$ cat config.mk
export PLATFORM = sky130hd
export DESIGN_NAME = bit_call_exec
export DESIGN_NICKNAME = d
export VERILOG_FILES = /design/src/core/bit_call_exec.v /design/src/core/return_stack.v
export VERILOG_INCLUDE_DIRS = /design/src /design/src/core
export SDC_FILE = /design/constraint.sdc
export NUM_CORES = 1
export LEC_CHECK = 0
export BUFFER_PORTS_ARGS = -buffer_cell sky130_fd_sc_hd__buf_4
export CAP_MARGIN = 30
export CORE_MARGIN = 2
export CORE_UTILIZATION = 62
export CTS_BUF_LIST = sky130_fd_sc_hd__clkbuf_4 sky130_fd_sc_hd__clkbuf_8
export DETAILED_ROUTE_END_ITERATION = 7
export PLACE_DENSITY = 0.81
export SETUP_SLACK_MARGIN = 0.1
export SYNTH_ARGS = -nofsm -noshare
export SYNTH_HDL_FRONTEND = slang
export SYNTH_SLANG_ARGS = --single-unit
$ cat constraint.sdc
create_clock -name clk_sys -period 8.7 [get_ports clk_sys]
set_input_delay 0 -clock clk_sys [delete_from_list [all_inputs] [get_ports clk_sys]]
set_output_delay 0 -clock clk_sys [all_outputs]
set_load 0.005 [all_outputs]
$ cat src/core/bit_call_map.vh
// constants for the bit-logic and call execution core
`ifndef BIT_CALL_MAP_VH
`define BIT_CALL_MAP_VH

// ------------------------------------------------------------
// instruction word layout (14-bit word)
// ------------------------------------------------------------
`define INSN_W          14
`define OPC_HI          13
`define OPC_LO          9
`define IMM_HI          7
`define IMM_LO          0
`define REG_HI          5
`define REG_LO          0
`define BIT_HI          8
`define BIT_LO          6

// ------------------------------------------------------------
// opcodes held in bits 13:9
// ------------------------------------------------------------
`define OPC_NOP         5'h00
`define OPC_AND_IMM     5'h01
`define OPC_SET_BIT     5'h02
`define OPC_SKIP_CLR    5'h03
`define OPC_SKIP_SET    5'h04
`define OPC_CALL_DIR    5'h05
`define OPC_CALL_IND    5'h06

// ------------------------------------------------------------
// sizes and reset values
// ------------------------------------------------------------
`define PC_W            10
`define STACK_DEPTH     8
`define SP_W            3
`define RF_DEPTH        64
`define ACC_RST         8'h00
`define PC_RST          10'h000
`define SP_RST          3'h0
`define HBUF_RST        2'h0
`define TABLE_HIGH_POINTER_RST        2'h0
`define Z_RST           1'b0
`define RDATA_RST       8'h00

// ------------------------------------------------------------
// register bus offsets for locally held state
// ------------------------------------------------------------
`define ADR_ACC         8'h00
`define ADR_STATUS      8'h01
`define ADR_PC_LO       8'h02
`define ADR_PC_HI       8'h03
`define ADR_HBUF        8'h04
`define ADR_TABLE_HIGH_POINTER        8'h05
`define ADR_SP          8'h06
`define ADR_RF_BASE     8'h40
`define ST_Z_BIT        0

`endif

$ cat src/core/bit_call_exec.v
// execution core for and-immediate, set-bit, bit-test-skip and call instructions
// How it works
// RULE1: and_immediate_to_accumulator ands the accumulator with an 8-bit immediate, stores it back, and updates only Z.
// RULE2: set_register_bit forces one bit of the addressed register to one, keeps the rest, and changes no flag.
// RULE3: bit-test instructions carry a six-bit register address 0..63 and a three-bit bit index 0..7.
// RULE4: test_bit_skip_if_clear discards the fetched next instruction and runs a no-op when the bit is zero.
// RULE5: test_bit_skip_if_set discards the fetched next instruction and runs a no-op when the bit is one.
// RULE6: a bit test takes one cycle without a skip, two with a skip, and changes no flag.
// RULE7: both calls push program_counter plus one onto the return stack before jumping.
// RULE8: a call writes the return address at the stack pointer and then raises the pointer by one.
// RULE9: the direct call loads the immediate into pc bits 7:0 and high-byte buffer bits 1:0 into 9:8.
// RULE10: indirect_subroutine_call loads table_high_pointer bits 1:0 into pc 9:8 and the accumulator into 7:0.
// RULE11: a pc_high_byte_buffer register supplies the upper pc bits for direct calls.
// RULE12: calls take two cycles and change no flag; and-immediate and set-bit take one cycle.
//
// The implementer's own choices: the address map and the strobed register port.
`timescale 1ns/1ns
`default_nettype none
`include "bit_call_map.vh"

module bit_call_exec (
    input  wire                 clk_sys,
    input  wire                 sys_rst,
    input  wire [`INSN_W-1:0]   insn_word,
    output wire [`PC_W-1:0]     fetch_addr,
    output wire                 insn_taken,
    output wire                 exec_nop,
    output wire [`SP_W-1:0]     stack_ptr,
    output wire [`PC_W-1:0]     stack_top,
    input  wire [7:0]           reg_addr,
    input  wire [7:0]           reg_wdata,
    input  wire                 reg_wr,
    input  wire                 reg_rd,
    output reg  [7:0]           reg_rdata
);
    // ------------------------------------------------------------
    // local state
    // ------------------------------------------------------------
    localparam ST_EXEC = 1'b0;
    localparam ST_FLUSH = 1'b1;

    reg [7:0]        acc_q;
    reg [7:0]        acc_d;
    reg              zero_q;
    reg              zero_d;
    reg [`PC_W-1:0]  pc_q;
    reg [`PC_W-1:0]  pc_d;
    reg [1:0]        hbuf_q;
    reg [1:0]        table_high_pointer_q;
    reg              state_q;
    reg              state_d;
    reg [7:0]        rf_q [0:`RF_DEPTH-1];
    reg              rf_we;
    reg [5:0]        rf_wa;
    reg [7:0]        rf_wd;
    reg              push;
    reg [7:0]        rdata_d;
    wire [4:0]       opc;
    wire [7:0]       imm;
    wire [5:0]       raddr;
    wire [2:0]       bsel;
    wire [7:0]       rval;
    wire             tbit;
    wire [`PC_W-1:0] pc_next;

    // ------------------------------------------------------------
    // field decode
    // ------------------------------------------------------------
    // six-bit register field, three-bit bit field
    assign opc   = insn_word[`OPC_HI:`OPC_LO];
    assign imm   = insn_word[`IMM_HI:`IMM_LO];
    assign raddr = insn_word[`REG_HI:`REG_LO]; // RULE3
    assign bsel  = insn_word[`BIT_HI:`BIT_LO]; // RULE3
    assign rval  = rf_q[raddr];
    assign tbit  = rval[bsel];
    assign pc_next = pc_q + 10'h001;

    // mask with a single one at the selected bit
    function [7:0] bit_mask;
        input [2:0] idx;
        begin
            bit_mask = 8'h01 << idx;
        end
    endfunction

    // ------------------------------------------------------------
    // execute
    // ------------------------------------------------------------
    // ST_FLUSH spends one cycle on a no-op while the new word is fetched
    always @* begin
        acc_d   = acc_q;
        zero_d  = zero_q;
        pc_d    = pc_next;
        state_d = ST_EXEC;
        rf_we   = 1'b0;
        rf_wa   = raddr;
        rf_wd   = rval;
        push    = 1'b0;
        if (state_q == ST_FLUSH) begin
            pc_d = pc_q; // second cycle of skip or call, nothing executes
        end else begin
            case (opc)
                `OPC_AND_IMM: begin
                    acc_d  = acc_q & imm; // RULE1
                    zero_d = ((acc_q & imm) == 8'h00); // RULE1
                end
                `OPC_SET_BIT: begin
                    rf_we = 1'b1;
                    rf_wd = rval | bit_mask(bsel); // RULE2
                end
                `OPC_SKIP_CLR: begin
                    if (!tbit) begin
                        pc_d    = pc_q + 10'h002; // RULE4
                        state_d = ST_FLUSH; // RULE6
                    end
                end
                `OPC_SKIP_SET: begin
                    if (tbit) begin
                        pc_d    = pc_q + 10'h002; // RULE5
                        state_d = ST_FLUSH; // RULE6
                    end
                end
                `OPC_CALL_DIR: begin
                    push    = 1'b1; // RULE7
                    pc_d    = {hbuf_q, imm}; // RULE9
                    state_d = ST_FLUSH; // RULE12
                end
                `OPC_CALL_IND: begin
                    push    = 1'b1; // RULE7
                    pc_d    = {table_high_pointer_q, acc_q}; // RULE10
                    state_d = ST_FLUSH; // RULE12
                end
                default: begin
                    pc_d = pc_next;
                end
            endcase
        end
    end

    // core registers; bus writes only land when no instruction touches them
    always @(posedge clk_sys or posedge sys_rst) begin
        if (sys_rst) begin
            acc_q   <= `ACC_RST;
            zero_q  <= `Z_RST;
            pc_q    <= `PC_RST;
            hbuf_q  <= `HBUF_RST;
            table_high_pointer_q  <= `TABLE_HIGH_POINTER_RST;
            state_q <= ST_EXEC;
        end else begin
            acc_q   <= acc_d;
            zero_q  <= zero_d;
            pc_q    <= pc_d;
            state_q <= state_d;
            // a flushed and-immediate word does not execute, so it must not block the bus
            if (reg_wr && reg_addr == `ADR_ACC
                && !(state_q == ST_EXEC && opc == `OPC_AND_IMM)) begin
                acc_q <= reg_wdata;
            end
            if (reg_wr && reg_addr == `ADR_HBUF) begin
                hbuf_q <= reg_wdata[1:0]; // RULE11
            end
            if (reg_wr && reg_addr == `ADR_TABLE_HIGH_POINTER) begin
                table_high_pointer_q <= reg_wdata[1:0];
            end
        end
    end

    // register file; the instruction port wins over the bus
    always @(posedge clk_sys) begin
        if (rf_we) begin
            rf_q[rf_wa] <= rf_wd;
        end else if (reg_wr && reg_addr[7:6] == 2'b01) begin
            rf_q[reg_addr[5:0]] <= reg_wdata;
        end
    end

    // ------------------------------------------------------------
    // return stack
    // ------------------------------------------------------------
    return_stack u_stack (
        .clk_sys   (clk_sys),
        .sys_rst   (sys_rst),
        .push      (push),
        .push_addr (pc_next),
        .sp        (stack_ptr),
        .top_addr  (stack_top)
    );

    // ------------------------------------------------------------
    // register read port
    // ------------------------------------------------------------
    // unmapped offsets read as zero
    always @* begin
        case (reg_addr)
            `ADR_ACC:    rdata_d = acc_q;
            `ADR_STATUS: rdata_d = {7'h00, zero_q};
            `ADR_PC_LO:  rdata_d = pc_q[7:0];
            `ADR_PC_HI:  rdata_d = {6'h00, pc_q[9:8]};
            `ADR_HBUF:   rdata_d = {6'h00, hbuf_q};
            `ADR_TABLE_HIGH_POINTER:   rdata_d = {6'h00, table_high_pointer_q};
            `ADR_SP:     rdata_d = {5'h00, stack_ptr};
            default: begin
                if (reg_addr[7:6] == 2'b01) begin
                    rdata_d = rf_q[reg_addr[5:0]];
                end else begin
                    rdata_d = 8'h00;
                end
            end
        endcase
    end

    always @(posedge clk_sys or posedge sys_rst) begin
        if (sys_rst) begin
            reg_rdata <= `RDATA_RST;
        end else if (reg_rd) begin
            reg_rdata <= rdata_d;
        end else begin
            reg_rdata <= 8'h00;
        end
    end

    assign fetch_addr = pc_q;
    assign insn_taken = (state_q == ST_EXEC);
    assign exec_nop   = (state_q == ST_FLUSH);
endmodule

`default_nettype wire

$ cat src/core/return_stack.v
// hardware return stack for subroutine calls
`timescale 1ns/1ns
`default_nettype none
`include "bit_call_map.vh"

module return_stack (
    input  wire                 clk_sys,
    input  wire                 sys_rst,
    input  wire                 push,
    input  wire [`PC_W-1:0]     push_addr,
    output wire [`SP_W-1:0]     sp,
    output wire [`PC_W-1:0]     top_addr
);
    reg [`PC_W-1:0] entry_q [0:`STACK_DEPTH-1];
    reg [`SP_W-1:0] sp_q;
    reg [`SP_W-1:0] sp_d;

    // ------------------------------------------------------------
    // pointer update
    // ------------------------------------------------------------
    // next pointer: one past the entry just written
    always @* begin
        sp_d = sp_q;
        if (push) begin
            sp_d = sp_q + 3'h1; // RULE8
        end
    end

    // pointer wraps silently; depth overflow is the program's problem
    always @(posedge clk_sys or posedge sys_rst) begin
        if (sys_rst) begin
            sp_q <= `SP_RST;
        end else begin
            sp_q <= sp_d;
        end
    end

    // entries carry no reset, they are only read after a push
    always @(posedge clk_sys) begin
        if (push) begin
            entry_q[sp_q] <= push_addr; // RULE8
        end
    end

    assign sp       = sp_q;
    assign top_addr = entry_q[sp_q - 3'h1];
endmodule

`default_nettype wire

### Word level (Yosys, flattened, before mapping)

Memory sizes are Yosys's and may differ from the RTL's.
Cells that the tools add are included.

* bitwise logic cells: 3
* multiply operators: 0
* eq/ne operators: 14
* shifts and indexed selects: 1
* multiplexer cells: 31
* $lt $le $gt $ge: 1
* add/sub/neg operators: 4
* reductions and logical operators: 14
* divide/modulo/power cells: 0

Operators by type and width (number)
* 8-bit 2-to-1 mux: 8
* 8-bit one-hot mux with 7 select lines: 1
* 10-bit one-hot mux with 4 select lines: 1
* 8-bit by 3-bit equality test with 1-bit output, second input constant: 3
* 10-bit 2-to-1 mux: 2
* 8-bit by 2-bit equality test with 1-bit output, second input constant: 2
* 8-bit logical NOT: 2
* 1-bit 2-to-1 mux: 16
* 5-bit by 3-bit equality test with 1-bit output, second input constant: 3
* 10-bit by 1-bit adder with 10-bit output, second input constant: 1
* 10-bit by 2-bit adder with 10-bit output, second input constant: 1
* 5-bit by 2-bit equality test with 1-bit output, second input constant: 2
* 8-bit AND: 1
* 8-bit by 1-bit equality test with 1-bit output, second input constant: 1
* 8-bit bitwise OR: 1
* 8-bit OR reduction: 1
* 1-bit by 3-bit left shift with 8-bit output, first input constant: 1
* 1-bit logical AND: 6
* 6-bit 2-to-1 mux: 1
* 5-bit by 1-bit equality test with 1-bit output, second input constant: 1
* 3-bit by 4-bit < comparator with 1-bit output, second input constant: 1
* 2-bit AND reduction: 2
* 3-bit by 1-bit adder with 3-bit output, second input constant: 1
* 1-bit binary-select mux with 3-bit select: 1
* 8 further kinds: 8

* flip-flop bits (word level): 35
* ROM bits: 0
* output and inout port bits: 33
* bits in latches: 0
* input port bits: 34
* RAM bits: 592
* memories: 2

Memory list
* rf_q: depth 64, width 8, rd ports 2, clocked after memory_dff 0, write ports 1, line bit_call_exec.v:52 `` reg [7:0] rf_q [0:`RF_DEPTH-1]; ``
* u_stack.entry_q: depth 8, width 10, rd ports 1, clocked after memory_dff 0, write ports 1, line return_stack.v:14 `` reg [`PC_W-1:0] entry_q [0:`STACK_DEPTH-1]; ``

### Longest topological paths before layout

Gate-level depths: netlist of the first run.

* depth in word-level cells: 7
* mapped depth: 16
* gate-level depth less buffers: 11

### Hierarchy

From an unflattened synthesis of the first run, not the netlist that was laid out.

* cells, all modules: 1727
* area total of the unflattened synthesis: 29981.3 µm²

By module, submodules not included
* bit_call_exec: area each 26579.2 µm², times used 1, cells each 1515
* return_stack: area each 3402.0 µm², times used 1, cells each 212

### Worst setup path before layout of the first run

Ideal clock, no wire load.

* path type: input port to flip-flop
* start: input port insn_word[1]
* end: memory rf_q[0][4] (data pin)
* path slack: 4621 ps
* stages: 13
* arrival time: 3494 ps
* library setup time: 585 ps
* buffers on the path: 7
* cells stage by stage: buf_6 -> buf_12 -> buf_12 -> buf_12 -> buf_12 -> buf_2 -> buf_4 -> mux2i_1 -> a21oi_1 -> o221ai_1 -> o21ai_0 -> o21bai_1 -> a41oi_1

* word-level cells in the longest chain between the ends: 5

RTL lines
* start: declaration: line bit_call_exec.v:24 `` input wire [`INSN_W-1:0] insn_word, ``
* memory read 64 x 8 bit *
* 8-bit bitwise OR: line bit_call_exec.v:109 `rf_wd = rval | bit_mask(bsel);`
* 8-bit 2-to-1 mux: line bit_call_exec.v:102 `case (opc)`
* 8-bit 2-to-1 mux *: line bit_call_exec.v:99 `if (state_q == ST_FLUSH) begin`
* 8-bit 2-to-1 mux (no line) *
* end: declaration: line bit_call_exec.v:52

Mark *: on every way between the ends. The rest lies on a longest branch, timed or not.

### Worst setup path after layout of the first run

* start: register state_q, in the netlist exec_nop
* end: memory rf_q[7][2], enable pin

* word-level cells in the longest chain between the ends: 5
* elaborated cells between the ends (all ways): 8
* those cells by class: mux (7); reduce/logical (1)

RTL lines
* start: declaration: line bit_call_exec.v:50 `reg state_q;`
* start signal: assignment: line bit_call_exec.v:153 `state_q <= state_d;`
* 1-bit 2-to-1 mux *: line bit_call_exec.v:99
* 1-bit 2-to-1 mux: line bit_call_exec.v:170 `if (rf_we) begin`
* 1-bit 2-to-1 mux (implied by the code): line bit_call_exec.v:173 `rf_q[reg_addr[5:0]] <= reg_wdata;`
* 8-bit OR reduction (no line)
* 6-bit 2-to-1 mux (no line) / 1-bit 2-to-1 mux (equally long branches)

Marked as above.

==> results of run 1 <==
## tightest hold or removal path, delay by kind of cell
kind,cells,cell delay [ns]
AO/OA/AOI/OAI,1,0.09
buffers and inverters,1,0.08
multiplexers,1,0.19
AND/OR/NAND/NOR,3,0.39
## layer usage
metal / global-route usage [%] / vias to the layer above
li1: - / 7520
met1: 46.0 / 9494
met2: 51.6 / 1528
met3: 9.82 / 252
met4: 15.9 / 0
met5: 0 / -
## cells in the mapped netlist, types with 6 or more instances
cell type	n
a21oi_1	52
a221oi_1	11
a22o_1	13
a22oi_1	53
a31oi_1	8
and2b_1	8
and3_1	6
buf_1	20
buf_12	9
buf_2	12
buf_4	9
buf_6	17
buf_8	7
clkbuf_1	44
dfrtp_1	35
edfxtp_1	592
inv_1	12
mux2_2	19
mux2i_1	144
mux4_1	22
mux4_2	237
nand2_1	69
nand2b_1	16
nand3_1	17
nor2_1	119
nor2b_1	9
nor3_1	7
o21ai_0	16
o22ai_1	12
xnor2_1	8
## flip-flops by register name (all words and copies together), names as in the netlist
| name | flops |
|---|---|
| rf_q | 512 |
| u_stack.entry_q | 80 |
| fetch_addr | 10 |
| acc_q | 8 |
| reg_rdata | 8 |
| u_stack.sp | 3 |
| hbuf_q | 2 |
| table_high_pointer_q | 2 |
| exec_nop | 1 |
| zero_q | 1 |
## cell type report
class / instances / share of cell area [%]
Clock inverter: 54 / 1.24
Tap cell: 622 / 2.29
Antenna cell: 2 / 0.0147
Sequential cell: 627 / 55.0
Clock buffer: 127 / 4.71
Inverter: 14 / 0.155
Timing Repair Buffer: 180 / 4.48
Multi-Input combinational cell: 958 / 32.2
## logic make-up (layout without fill, tap and decap cells)
family / count (synthesis) / after routing / synth area share [%]
other cells: 0 / 2 / 0
xor+xnor: 12 / 12 / 0.346
compound gates: 220 / 220 / 5.22
buf+inv: 135 / 375 / 3.02
simple gates: 295 / 295 / 4.62
flops: 627 / 627 / 61.4
fa+ha+maj: 4 / 4 / 0.165
mux: 427 / 427 / 25.2
## power by group through the flow
stage / clock [mW] / combinational, mW / sequential, mW
floorplan: 0 / 0.725 / 3.59
global placement: 0 / 1.08 / 3.63
detailed placement: 0 / 1.11 / 3.63
CTS: 2.59 / 1.13 / 3.57
global route: 2.71 / 1.21 / 3.57
finish: 2.56 / 1.14 / 3.57
## how the worst max path moves through the flow
stage,slack (ns),startpoint,depth (start not counted),endpoint
5_1_grt,4.05,exec_nop,9,rf_q[25][4]
3_3_place_gp,4.19,insn_word[0],13,fetch_addr[9]
2_1_floorplan,4.62,insn_word[1],13,rf_q[0][4]
6_report,4.19,exec_nop,9,rf_q[7][2]
3_5_place_dp,4.16,insn_word[0],13,fetch_addr[9]
4_1_cts,4.36,exec_nop,9,rf_q[25][4]
## what timing repair did
| item | CTS | global route |
|---|---|---|
| resized for setup | 0 | 0 |
| hold buffers | 47 | 0 |
| endpoints found under the hold margin | 154 | 0 |
==> out/results.ini, run 1 <==
[outcome]
status=complete, no violations

[placed_design]
dpl.cell_count=2347
gp_congestion=0.951
dp_slack_ns=4.16
placed_area_sq_um=31400
dp_hpwl_mm=54.5
portBuffers=66

[layout]
fillCellCount=3012
drive_gt1_share_pct=30.2
final_common_cell=edfxtp_1
nets=1917
multiInputGateArea_sq_um=10900
finalInstanceArea_sq_um=33900
fin_cells=2584
seqCellArea_sq_um=18700
area_growth_pct=11.7
final_cell_mix=edfxtp_1 (592), mux4_2 (237), mux2i_1 (144)
post-route-util_pct=69.8

[detailed_routing]
dr_wl_met2_mm=38.8
routed_wl_mm=84.0
drc=0
highest_layer=met4
ant_nets=0
met3_wirelength_mm=11.2
avgViaCountPerCell=7.27
dr.pass1.iters=5
wl_met1_mm=30.0
drtIter0Drc=3038
wl_per_cell_um=32.5
num_vias=18800

[setup_path]
path_cells=inv_1 -> nand2_1 -> nor2_1 -> and2_1 -> nor2_1 -> a21boi_0 -> a21oi_1 -> nand2b_1 -> nor2_1
worst-path-buf-inv=1
slowest_stage=nor2_1
regToRegSetupSlack_ns=4.19
crit_fanout=14
r2r.worst_path.cells=9
crit_path_end_kind=register
crit_arrival_ns=4.84
critPathKind=register to register
r2r-end=rf_q[7][2]
cp_top_family=simple AND/OR/NAND/NOR gates
crit_required_ns=9.04
r2r_start=exec_nop
crit_path_frequent_cell=nor2_1
slowest_delay_ns=0.89
startpoint_type=register

[yosys]
synth_area_sq_um=30400
synth_largest_area_cell=edfxtp_1
netlist_instances=1720
async_reset_ff_share_pct=5.58
synth_area_leaders=edfxtp_1 (59%), mux4_2 (18%), mux2i_1 (4.7%)
synth_nets=1758
yosysSeqAreaShare_pct=61.4
yosys.area.top_type_share_pct=58.5
yosys_register_bits=627
synth_enable_flop_cells=592
synth_cell_types=87
syn_avg_cell_area_sq_um=17.7
ys_warn_count=0
ys.flop_type=edfxtp_1

[floorplan]
fp-row-count=81
die_h_um=225
dieWidth_um=225
coreArea_sq_um=48600
dieArea_sq_um=50800
initial_core_util_pct=62.5
ios=67

[pwr]
power.density_nw_per_um2=214
switchingPower_mw=1.92
intPower_mw=5.36
pwr-share-clk_pct=35.2
peakVddDrop_uv=113
finalPower_mw=7.28
swShare_pct=26.3
combPwrFrac_pct=15.7
seqPwrFrac_pct=49.1
power_leakage_nw=11.5

[sta]
max_slew_margin_pct=27.5
holdWs_ns=0.0815
fin_ws_ns=4.19
min_period_over_period_pct=51.8
finClkSkew_ns=0.0529
max_freq_mhz=222
rsz0062_at_grt=no
setup_violations=0
hold_violations=0
tns_ns=0
slew_violations=0
worst_pin_slew_ns=1.08
finalCriticalPeriod_ns=4.51

[clock_tree]
cts_max_level=3
clock_path_buffers=3
clk_pin_slew_worst_paths_ns=0.06
cts_setup_buffers=0
ctsRootBufferMaster=clkbuf_8
clk_latency_ns=0.73
clock-sinks=627
cts_buffers=98
cts_tree=yes

[flow_run]
maxCapViolCount=0

[min_path]
hold_start=insn_word[12]
min_to=fetch_addr[2]
whs_path_depth=6
hold_path_class=input port to register

[grt]
grt_antenna_before_repair=1
grt_max_degree=69
track_usage_pct=34.0
grt_pass1_wl_mm=123
overflow=0
grt_pass1_vias=18900

Note: power is estimated with default switching activity, not from simulation.
==> run 2: changes to the inputs <==
--- a/config.mk
+++ b/config.mk
@@ -9,7 +9,7 @@
 export BUFFER_PORTS_ARGS = -buffer_cell sky130_fd_sc_hd__buf_4
 export CAP_MARGIN = 30
 export CORE_MARGIN = 2
-export CORE_UTILIZATION = 62
+export CORE_UTILIZATION = 59
 export CTS_BUF_LIST = sky130_fd_sc_hd__clkbuf_4 sky130_fd_sc_hd__clkbuf_8
 export DETAILED_ROUTE_END_ITERATION = 7
 export PLACE_DENSITY = 0.81
==> constraint.sdc (replaced) <==
create_clock -name clk_sys -period 4 [get_ports clk_sys]
set_input_delay 0 -clock clk_sys [delete_from_list [all_inputs] [get_ports clk_sys]]
set_output_delay 0 -clock clk_sys [all_outputs]
set_load 0.005 [all_outputs]
==> run 2 against run 1 <==
Against the previous run:
- clock power increased by 120%
- clock-buffer cell count grew 4
- core utilization decreased by 1.8 points
- critical path depth increased by 3
- first-iteration DRC count grew 4.1%
- worst setup slack worse by 4.0 ns
- combinational power increased by 130%
- register-to-register slack lost 4.0 ns
- global-route usage shrank 1.4 points
- die area is 5.0% higher
- power grew 120%
==> out/results.ini, run 2 (synthesis results as in run 1) <==
[sta]
slew_violations=0
finalCriticalPeriod_ns=3.80
worst_pin_slew_ns=1.02
max_slew_margin_pct=31.8
max_freq_mhz=263
tns_ns=0
rsz0062_at_grt=no
holdWs_ns=0.0762
setup_violations=0
hold_violations=0
finClkSkew_ns=0.0484
min_period_over_period_pct=94.9

[pwr]
power.density_nw_per_um2=458
peakVddDrop_uv=240
power_leakage_nw=11.9

[floorplan]
fp-row-count=83
dieWidth_um=231
ios=67
coreArea_sq_um=51100
dieArea_sq_um=53300
die_h_um=231
initial_core_util_pct=59.5

[outcome]
status=complete, no violations

[grt]
grt_pass1_vias=19300
busiest_layer=met2
grt_antenna_before_repair=5
met2_usage_pct=50.2
met1_usage_pct=44.1
grt_max_degree=90
grt_pass1_wl_mm=126
overflow=0
track_usage_pct=32.6
gr-usage-met3_pct=8.19

[detailed_routing]
wl_per_cell_um=31.3
dr.pass1.iters=6
routed_wl_mm=85.0
drtIter0Drc=3162
avgViaCountPerCell=7.09
num_vias=19300
ant_nets=0
drc=0

[layout]
finalInstanceArea_sq_um=34700
largest-register=rf_q
fin_cells=2719
drive_gt1_share_pct=33.2
area_growth_pct=14.2
nets=1994
final_common_cell=edfxtp_1
final_cell_mix=edfxtp_1 (592), mux4_2 (237), buf_4 (197)
largest_reg_flops=512

[placed_design]
gp_congestion=0.997
portBuffers=66
dpl.cell_count=2494
dp_hpwl_mm=56.4
placed_area_sq_um=32300

[clock_tree]
clk_pin_slew_worst_paths_ns=0.06
cts_buffers=98
clock-sinks=627
clock_path_buffers=3
cts_max_level=3
clk_latency_ns=0.74
cts_tree=yes
ctsRootBufferMaster=clkbuf_8
cts_setup_buffers=0

[setup_path]
critPathKind=register to register
crit_fanout=6
crit_required_ns=4.64
startpoint_type=register
crit_arrival_ns=4.44
crit_path_end_kind=register

[flow_run]
maxCapViolCount=0

[min_path]
hold_path_class=input port to register

-- run 2: cell count changes in the layout (fill, tap and decap cells not counted), moves of 2 or more --
cell / change
nor2_2: +2
inv_6: +4
buf_12: +7
buf_16: +2
clkbuf_4: +3
buf_4: +79
buf_6: -4
nand2b_2: +2
clkinv_2: -7
nor2_1: -2
nand2b_1: -2
dlygate4sd3_1: -5
-- run 2: final timing paths --
kind,from,end,slack (ns),cells after the start
hold reg to reg,table_high_pointer_q[1],table_high_pointer_q[1],0.55,1
setup reg to reg,rf_q[48][7],fetch_addr[6],0.20,12
setup / recovery,rf_q[48][7],fetch_addr[6],0.20,12
hold / removal,insn_word[5],fetch_addr[5],0.08,5
min in group asynchronous,sys_rst,fetch_addr[0],0.54,5
max in group asynchronous,sys_rst,table_high_pointer_q[1],3.11,5
-- run 2: what timing repair did --
action,CTS,global route
setup endpoints to repair,0,64
hold endpoints to repair,144,0
gates resized for setup,0,6
hold buffers,42,0
-- run 2: per-layer routing --
metal  up-vias  part of all wire, %
met2      1578                   47
met4         6                  4.9
met3       278                   13
met5         -                0.048
met1      9743                   36
li1       7674                    -
-- run 2: power breakdown --
group	leakage, nW	switching [mW]	total (mW)	internal (mW)
logic	5.06	1.46	2.60	1.14
registers	5.77	0.188	7.76	7.58
clock network	1.06	2.54	5.53	2.99
total	11.9	4.18	15.9	11.7
-- run 2: through the flow --
stage,power [mW],worst slack [ns],util (%)
2_1_floorplan,9.39,-0.0452,-
6_report,15.9,0.203,67.9
3_3_place_gp,10.3,0.146,62.9
5_1_grt,16.4,0.0934,67.9
4_1_cts,15.9,0.191,67.9
3_5_place_dp,10.4,0.132,63.1
-- run 2: critical path: stages (launching register included) --
cell and delay (ns):
edfxtp_1 0.41, mux4_1 0.52, mux4_2 0.55, a2bb2oi_1 0.18, o211ai_2 0.14, nand2_2 0.08, a22oi_2 0.20, o2111a_1 0.26
a211o_4 0.22, mux2i_4 0.35, a21oi_1 0.10, dlygate4sd3_1 0.56, a2bb2oi_1 0.14
-- run 2: cell type report --
cell class / count / area [sq um]
inverter: 14 / 52.6
sequential: 627 / 18700
tap: 680 / 851
clock inverter: 49 / 367
multi-input combinational: 958 / 10900
antenna: 3 / 7.51
timing repair buffer: 257 / 2200
clock buffer: 131 / 1630
fill: 3194 / 16400
